**src/rtl/gx_pkg.sv**
```systemverilog
package gx_pkg;
	localparam int IO_W = 8;
	localparam int PTR_W = 2;
	localparam logic [PTR_W-1:0] PTR_IN = 2'h0;
	localparam logic [PTR_W-1:0] PTR_OUT = 2'h1;
	localparam logic [PTR_W-1:0] PTR_INV = 2'h2;
	localparam logic [PTR_W-1:0] PTR_DIR = 2'h3;
	localparam logic [IO_W-1:0] DIR_RST = 8'hff;
	localparam logic [IO_W-1:0] OUT_RST = 8'hff;
	localparam logic [IO_W-1:0] INV_RST = 8'h00;
	localparam logic [IO_W-1:0] IN_RST = 8'h00;
	localparam logic [4:0] ADDR_BASE = 5'h1c;
	localparam logic [3:0] BIT_LAST = 4'h8;
	localparam int SY_SCL = 0;
	localparam int SY_SDA = 1;
	localparam int SY_A0 = 2;
	localparam int SY_A1 = 3;
	localparam int SY_RST = 4;
	localparam int SY_IO = 5;
	localparam int SYNC_W = SY_IO + IO_W;
	localparam logic [SYNC_W-1:0] SYNC_RST = 13'h1fff;
	typedef enum logic [3:0] {
		ST_IDLE, ST_ADDR, ST_ADDR_ACK, ST_CMD, ST_CMD_ACK,
		ST_WDATA, ST_WDATA_ACK, ST_RDATA, ST_RDATA_ACK
	} gx_state_t;
endpackage

```
**src/rtl/gx_regs_if.sv**
```systemverilog
`timescale 1ns/10ps
`default_nettype none
interface gx_regs_if;
	import gx_pkg::*;
	logic wr_en;
	logic capture;
	logic soft_rst;
	logic [PTR_W-1:0] ptr;
	logic [IO_W-1:0] wr_data;
	logic [IO_W-1:0] pins;
	logic [IO_W-1:0] rd_data;
	logic [IO_W-1:0] out_lvl;
	logic [IO_W-1:0] dir;
	logic mismatch;
	modport ctrl (
		output wr_en, capture, soft_rst, ptr, wr_data, pins,
		input rd_data, out_lvl, dir, mismatch
	);
	modport bank (
		input wr_en, capture, soft_rst, ptr, wr_data, pins,
		output rd_data, out_lvl, dir, mismatch
	);
endinterface
`default_nettype wire

```
**src/rtl/gx_regbank.sv**
```systemverilog
`timescale 1ns/10ps
`default_nettype none
module gx_regbank (
	input wire logic clk_sys,
	input wire logic reset_n,
	input wire logic clk_en,
	gx_regs_if.bank bus
);
	import gx_pkg::*;

	function automatic logic wr_hit(input logic [PTR_W-1:0] sel, input logic en,
		input logic [PTR_W-1:0] ptr);
		wr_hit = en && (ptr == sel);
	endfunction

	logic [IO_W-1:0] dir_q, out_q, inv_q, in_q, rd_data_q;
	wire [IO_W-1:0] live_in;
	wire [IO_W-1:0] rd_mux;
	wire wr_ok;

	// Invert view
	assign live_in = bus.pins ^ inv_q;
	// Readback mux
	assign rd_mux = (bus.ptr == PTR_IN) ? live_in :
		(bus.ptr == PTR_OUT) ? out_q :
		(bus.ptr == PTR_INV) ? inv_q : dir_q;
	assign wr_ok = bus.wr_en && !bus.soft_rst;
	// Alert compare, inputs only
	assign bus.mismatch = |((live_in ^ in_q) & dir_q);
	assign bus.rd_data = rd_data_q;
	assign bus.out_lvl = out_q;
	assign bus.dir = dir_q;

	always_ff @(posedge clk_sys or negedge reset_n) begin
		if (!reset_n) begin
			dir_q <= DIR_RST;
			out_q <= OUT_RST;
			inv_q <= INV_RST;
		end else if (clk_en && bus.soft_rst) begin
			dir_q <= DIR_RST;
			out_q <= OUT_RST;
			inv_q <= INV_RST;
		end else if (clk_en) begin
			if (wr_hit(PTR_DIR, wr_ok, bus.ptr)) begin
				dir_q <= bus.wr_data;
			end
			if (wr_hit(PTR_OUT, wr_ok, bus.ptr)) begin
				out_q <= bus.wr_data;
			end
			if (wr_hit(PTR_INV, wr_ok, bus.ptr)) begin
				inv_q <= bus.wr_data;
			end
		end
	end

	// Capture on read; input register ignores writes
	always_ff @(posedge clk_sys or negedge reset_n) begin
		if (!reset_n) begin
			in_q <= IN_RST;
		end else if (clk_en && bus.soft_rst) begin
			in_q <= IN_RST;
		end else if (clk_en && bus.capture && bus.ptr == PTR_IN) begin
			in_q <= rd_data_q;
		end
	end

	always_ff @(posedge clk_sys or negedge reset_n) begin
		if (!reset_n) begin
			rd_data_q <= IN_RST;
		end else if (clk_en) begin
			rd_data_q <= rd_mux;
		end
	end
endmodule
`default_nettype wire

```
**src/rtl/gx_expander.sv**
```systemverilog
// Operation
// - An 8-bit direction register written by the controller sets each pin as input or output.
// - The input register holds pin data and the output register holds driven data, one bit per pin.
// - An 8-bit invert register flips the reported level of each input whose bit is set.
// - The direction, output and invert registers read back their contents; the input pointer reads the live pins xor invert.
// - The open-drain alert is active while any input differs from its held input register bit.
// - Power-on reset loads all register defaults and puts the control machine in its idle state.
// - The external reset pin does the same defaulting and initialisation as power-on reset.
// - Two address-select pins form the low bits of the fixed target address, four devices per bus.
`timescale 1ns/10ps
`default_nettype none
module gx_expander (
	input wire logic clk_sys,
	input wire logic reset_n,
	input wire logic clk_en,
	input wire logic rst_pin_n,
	input wire logic addr_select_bit0,
	input wire logic addr_select_bit1,
	input wire logic scl_i,
	input wire logic sda_i,
	output logic sda_o,
	output logic sda_oe_n,
	input wire logic [gx_pkg::IO_W-1:0] io_i,
	output logic [gx_pkg::IO_W-1:0] io_o,
	output logic [gx_pkg::IO_W-1:0] io_oe_n,
	output logic alert_o,
	output logic alert_oe_n
);
	import gx_pkg::*;

	gx_regs_if bus ();

	logic [SYNC_W-1:0] sync1_q, sync2_q;
	logic scl_d_q, sda_d_q;
	gx_state_t state_q, state_d;
	logic [3:0] bit_q, bit_d;
	logic [IO_W-1:0] shift_q, shift_d;
	logic [PTR_W-1:0] ptr_q, ptr_d;
	logic rw_q, rw_d, ack_q, ack_d;
	logic sda_oe_n_q, oe_n_d;
	logic [IO_W-1:0] io_o_q, io_oe_n_q;
	logic alert_oe_n_q;

	wire [SYNC_W-1:0] raw_in = {io_i, rst_pin_n, addr_select_bit1, addr_select_bit0, sda_i, scl_i};
	wire scl_s = sync2_q[SY_SCL];
	wire sda_s = sync2_q[SY_SDA];
	wire soft_rst = !sync2_q[SY_RST];
	wire scl_rise = scl_s && !scl_d_q;
	wire scl_fall = !scl_s && scl_d_q;
	wire start_cond = scl_s && scl_d_q && sda_d_q && !sda_s;
	wire stop_cond = scl_s && scl_d_q && !sda_d_q && sda_s;
	wire byte_done = (bit_q == BIT_LAST);
	wire addr_hit = (shift_q[IO_W-1:1] == {ADDR_BASE, sync2_q[SY_A1], sync2_q[SY_A0]});
	wire in_ack = (state_q == ST_ADDR_ACK) || (state_q == ST_RDATA_ACK);
	wire want_rd = (state_q == ST_ADDR_ACK) ? rw_q : ack_q;
	wire load_rd = clk_en && scl_fall && !start_cond && !stop_cond && in_ack && want_rd;
	wire rx_state = (state_q == ST_ADDR) || (state_q == ST_CMD) || (state_q == ST_WDATA);

	assign bus.wr_en = clk_en && scl_fall && state_q == ST_WDATA && byte_done;
	assign bus.wr_data = shift_q;
	assign bus.ptr = ptr_q;
	assign bus.capture = load_rd;
	assign bus.soft_rst = soft_rst;
	assign bus.pins = sync2_q[SY_IO +: IO_W];

	// Open-drain pins only ever pull low
	assign sda_o = 1'b0;
	assign alert_o = 1'b0;
	assign sda_oe_n = sda_oe_n_q;
	assign io_o = io_o_q;
	assign io_oe_n = io_oe_n_q;
	assign alert_oe_n = alert_oe_n_q;

	gx_regbank u_bank (
		.clk_sys(clk_sys),
		.reset_n(reset_n),
		.clk_en(clk_en),
		.bus(bus)
	);

	// Pins and the bus clock cross in here
	always_ff @(posedge clk_sys or negedge reset_n) begin
		if (!reset_n) begin
			sync1_q <= SYNC_RST;
			sync2_q <= SYNC_RST;
			scl_d_q <= 1'b1;
			sda_d_q <= 1'b1;
		end else if (clk_en) begin
			sync1_q <= raw_in;
			sync2_q <= sync1_q;
			scl_d_q <= scl_s;
			sda_d_q <= sda_s;
		end
	end

	// SCL is never stretched, so each bit has a full half period to settle
	always_comb begin
		state_d = state_q;
		bit_d = bit_q;
		shift_d = shift_q;
		ptr_d = ptr_q;
		rw_d = rw_q;
		ack_d = ack_q;
		oe_n_d = sda_oe_n_q;
		if (soft_rst) begin
			state_d = ST_IDLE;
			bit_d = 4'h0;
			shift_d = '0;
			ptr_d = PTR_IN;
			rw_d = 1'b0;
			ack_d = 1'b0;
			oe_n_d = 1'b1;
		end else if (start_cond) begin
			state_d = ST_ADDR;
			bit_d = 4'h0;
			oe_n_d = 1'b1;
		end else if (stop_cond) begin
			state_d = ST_IDLE;
			oe_n_d = 1'b1;
		end else if (scl_rise) begin
			if (rx_state) begin
				shift_d = {shift_q[IO_W-2:0], sda_s};
				bit_d = bit_q + 4'h1;
			end else if (state_q == ST_RDATA) begin
				bit_d = bit_q + 4'h1;
			end else if (state_q == ST_RDATA_ACK) begin
				ack_d = !sda_s;
			end
		end else if (scl_fall) begin
			unique case (state_q)
				ST_IDLE: begin
				end
				ST_ADDR: begin
					if (byte_done && addr_hit) begin
						state_d = ST_ADDR_ACK;
						rw_d = shift_q[0];
						oe_n_d = 1'b0;
					end else if (byte_done) begin
						state_d = ST_IDLE;
					end
				end
				ST_CMD: begin
					if (byte_done) begin
						ptr_d = shift_q[PTR_W-1:0];
						state_d = ST_CMD_ACK;
						oe_n_d = 1'b0;
					end
				end
				ST_WDATA: begin
					if (byte_done) begin
						state_d = ST_WDATA_ACK;
						oe_n_d = 1'b0;
					end
				end
				ST_ADDR_ACK, ST_RDATA_ACK: begin
					bit_d = 4'h0;
					if (want_rd) begin
						shift_d = bus.rd_data;
						oe_n_d = bus.rd_data[IO_W-1];
						state_d = ST_RDATA;
					end else begin
						oe_n_d = 1'b1;
						state_d = (state_q == ST_ADDR_ACK) ? ST_CMD : ST_IDLE;
					end
				end
				ST_CMD_ACK, ST_WDATA_ACK: begin
					bit_d = 4'h0;
					oe_n_d = 1'b1;
					state_d = ST_WDATA;
				end
				ST_RDATA: begin
					if (byte_done) begin
						oe_n_d = 1'b1;
						state_d = ST_RDATA_ACK;
					end else begin
						shift_d = {shift_q[IO_W-2:0], 1'b0};
						oe_n_d = shift_q[IO_W-2];
					end
				end
			endcase
		end
	end

	always_ff @(posedge clk_sys or negedge reset_n) begin
		if (!reset_n) begin
			state_q <= ST_IDLE;
			bit_q <= 4'h0;
			shift_q <= '0;
			ptr_q <= PTR_IN;
			rw_q <= 1'b0;
			ack_q <= 1'b0;
			sda_oe_n_q <= 1'b1;
		end else if (clk_en) begin
			state_q <= state_d;
			bit_q <= bit_d;
			shift_q <= shift_d;
			ptr_q <= ptr_d;
			rw_q <= rw_d;
			ack_q <= ack_d;
			sda_oe_n_q <= oe_n_d;
		end
	end

	always_ff @(posedge clk_sys or negedge reset_n) begin
		if (!reset_n) begin
			io_o_q <= OUT_RST;
			io_oe_n_q <= DIR_RST;
			alert_oe_n_q <= 1'b1;
		end else if (clk_en) begin
			io_o_q <= bus.out_lvl;
			io_oe_n_q <= bus.dir;
			alert_oe_n_q <= !bus.mismatch;
		end
	end
endmodule
`default_nettype wire

```
**config.mk**
```make
export PLATFORM = sky130hd
export DESIGN_NAME = gx_expander
export DESIGN_NICKNAME = d
export VERILOG_FILES = /design/src/rtl/gx_pkg.sv /design/src/rtl/gx_regs_if.sv /design/src/rtl/gx_regbank.sv /design/src/rtl/gx_expander.sv
export SDC_FILE = /design/constraint.sdc
export NUM_CORES = 1
export LEC_CHECK = 0
export ABC_AREA = 1
export BUFFER_PORTS_ARGS = -buffer_cell sky130_fd_sc_hd__buf_2
export CORE_ASPECT_RATIO = 0.5
export CORE_MARGIN = 3
export CORE_UTILIZATION = 44
export DETAILED_ROUTE_END_ITERATION = 16
export GPL_TIMING_DRIVEN = 0
export REMOVE_ABC_BUFFERS = 1
export SLEW_MARGIN = 15
export SYNTH_ARGS = -nofsm -noshare
export SYNTH_HDL_FRONTEND = slang
export SYNTH_SLANG_ARGS = --single-unit
```
**constraint.sdc**
```tcl
create_clock -name clk_sys -period 3.61 [get_ports clk_sys]
set_clock_uncertainty 0.1 [all_clocks]
set_input_delay 0.361 -clock clk_sys [delete_from_list [all_inputs] [get_ports clk_sys]]
set_output_delay 0.361 -clock clk_sys [all_outputs]
set_load 0.02 [all_outputs]
```
==> flow_summary.ini <==
[run_status]
status = completed

[synthesis]
syn_area_sq_um = 5700
synth_edf_count = 0
synth.largest_area_cell = dfstp_2
synth.area.top_cells = dfstp_2, dfrtp_1, nand2_1
ys.flop_type = dfstp_2
yosys-top-cells-count = nand2_1, nor2_1, o21ai_0
yosysSeqAreaShare_pct = 47.9
synth-seq-cells = 106
ys_async_sr_fraction_pct = 100
synth_cell_types = 39
synth_top_area_share_pct = 28.6
synth_most_common_cell = nand2_1
syn_inst = 733
avgSynthCellArea_sq_um = 7.77
synth_warnings = 0

[floorplanning]
fp.coreArea_sq_um = 12200
die_w_um = 167
io_pins = 36
die_area_sq_um = 14400
die_y_um = 86.5
std_cell_rows = 28
initial_utilization_pct = 46.6

[cts]
h-tree-depth = 3
cts_tree = done
cts-buffers-inserted = 9
clock_latency_ps = 350
postCtsSetupBuffers = 0
ctsResizeCount = 0
clkSinkCount = 106
cts_root_buf = clkbuf_16
clk_pin_slew_worst_paths_ps = 70
clockBufferDepth = 2

[worst_setup_path]
arrival_ps = 2570
r2r_end = u_bank.in_q[3]
worstSetupPathType = register to register
worstPathMaxFanout = 26
worstReg2RegStart = sync2_q[4]
slowest_delay_ps = 710
r2r_cells = 5
cp_cell_sequence = inv_1 -> nand2_2 -> o21ai_4 -> nand3_1 -> o21ai_0
startpoint_type = register
cp.required_ps = 3720
timing.critical_path.slowest_stage_cell = dfstp_2
endpoint_kind = register
r2r_setup_slack_ps = 1150

[placed_design]
hpwlAfterDp_um = 8790
gp_congestion = 0.839
dp_cells = 909
portBuffers = 33
dpl-instance-area_sq_um = 5970

[layout]
final_area_sq_um = 6250
antenna_cells = 0
layout.cells.non_filler = 926
nets = 774
fillers = 1208
drive_gt1_share_pct = 21.6
syn_to_final_growth_pct = 9.80
final_util_pct = 51.1

[hold_path]
min_path_cells = 3
hold_path.class = input pin to register
min_to = sync1_q[8]
hold_start = io_i[3]

[grt]
antenna_found_initial = 0
grt_pass1_vias = 4464
grtUsageTotal_pct = 19.4
grt_max_degree = 84
gr-total-overflow = 0
grt_pass1_wl_um = 22600

[sta]
drv_slew = 0
finalCriticalPeriod_ps = 2460
rsz0062_at_grt = no
max_freq_mhz = 406
finalSetupViolCount = 0
finalHoldViolCount = 0
min_period_over_period_pct = 68.2
max_slew_margin_pct = 43.9
tightest_slew_ps = 840

[drt]
via_count = 4660
viasPerCell = 5.03
routedWlPerCell_um = 14.2
drc_errors = 0
wirelength_um = 13200
drt-pass1-iter-count = 5
dr.first_iter.drc_count = 320
ant_nets = 0

[pwr]
peakVddDrop_v = 0.000238
net-switching-power_w = 0.00104
switching_share_pct = 33.1
power_density_nw_per_um2 = 505
p_comb_share_pct = 21.1
power.internal_w = 0.00211
power_frac_clock_pct = 29.4
power.share.sequential_pct = 49.5
power.leakage_nw = 3.03

[job]
timing.max_cap.violations = 0
-- logic make-up after synthesis --
kind of cell	Yosys count	synth area share (%)
and+or+nand+nor	419	33.1
other	1	0.0658
AOI/OAI and AO/OA	101	10.2
buffers and inverters	97	7.25
adders and majority gates	2	0.439
xor gates and xnor gates	7	1.08
DFF	106	47.9
-- power groups by stage --
| stage | combinational [W] | clock (W) | sequential (W) |
|---|---|---|---|
| floorplan | 0.000424 | 0 | 0.00159 |
| global placement | 0.000656 | 0 | 0.00158 |
| detailed placement | 0.000671 | 0 | 0.00158 |
| CTS | 0.000673 | 0.000960 | 0.00156 |
| global route | 0.000771 | 0.00101 | 0.00159 |
| finish | 0.000667 | 0.000929 | 0.00156 |
-- layer usage --
metal	GRT usage (%)	vias to the layer above	routed length, um
met5	0	-	0
met4	4.34	0	131
met3	3.69	11	546
met2	30.2	92	5710
met1	28.4	2194	6780
li1	-	2363	-
-- cells in the final DEF, fill, tap and decap left out, drive strengths merged --
| cell | instances |
|---|---|
| a21oi | 5 |
| a31oi | 8 |
| buf | 34 |
| clkbuf | 11 |
| clkinv | 1 |
| clkinvlp | 2 |
| conb | 2 |
| dfrtp | 44 |
| dfstp | 62 |
| dlygate4sd3 | 1 |
| ha | 2 |
| inv | 75 |
| nand2 | 257 |
| nand3 | 59 |
| nand3b | 4 |
| nand4 | 3 |
| nor2 | 91 |
| nor3 | 5 |
| o211ai | 8 |
| o21ai | 78 |
| o22ai | 2 |
| xnor2 | 1 |
| xor2 | 6 |
-- flip-flops by register name, indices dropped and copies added (netlist names), 2 cells and up --
register and flops:
bit_q 4, bus.ptr 2, bus.wr_data 8, io_o 8
io_oe_n 8, state_q 4, sync1_q 13, sync2_q 13
u_bank.bus.dir 8, u_bank.bus.out_lvl 8, u_bank.bus.rd_data 8, u_bank.in_q 8
u_bank.inv_q 8
-- critical path, delay by kind of cell (launching register included) --
| family | cells | cell delay [ps] |
|---|---|---|
| buffers and inverters | 1 | 320 |
| and+or+nand+nor | 2 | 770 |
| AOI/OAI and AO/OA | 2 | 420 |
| DFF | 1 | 710 |
-- repair_timing --
item,4_1_cts,5_1_grt
setup endpoints to repair,0,0
endpoints found under the hold margin,21,0
hold buffers,1,0
-- layout make-up --
| cell class | count | area [sq um] | share of cell area (%) |
|---|---|---|---|
| flip-flops and latches | 106 | 2730 | 43.7 |
| multi-input cells | 531 | 2560 | 40.9 |
| inverters | 73 | 277 | 4.42 |
| clock buffers | 11 | 233 | 3.72 |
| repair buffers | 35 | 211 | 3.38 |
| well taps | 165 | 206 | 3.30 |
| clock inverters | 5 | 37.5 | 0.600 |
-- through the flow --
step	setup slack (ps)	hold slack [ps]	total power (W)	setup TNS [ps]
after floorplan	1500	-34.6	0.00201	0
after global placement	-268	350	0.00223	-644
after detailed placement	345	134	0.00225	0
after CTS	721	87.6	0.00320	0
after global routing	1000	87.0	0.00337	0
final	1150	98.4	0.00316	0
-- worst max path at each step --
stage / from / end / slack (ps)
after global placement: clk_en / bus.ptr[1] / -270
after global routing: sync2_q[4] / u_bank.in_q[4] / 1000
after detailed placement: clk_en / bus.ptr[1] / 340
after CTS: clk_en / bus.ptr[1] / 720
after floorplan: sync2_q[4] / u_bank.in_q[0] / 1500
final: sync2_q[4] / u_bank.in_q[3] / 1150
Power figures use the tool's default switching activity.
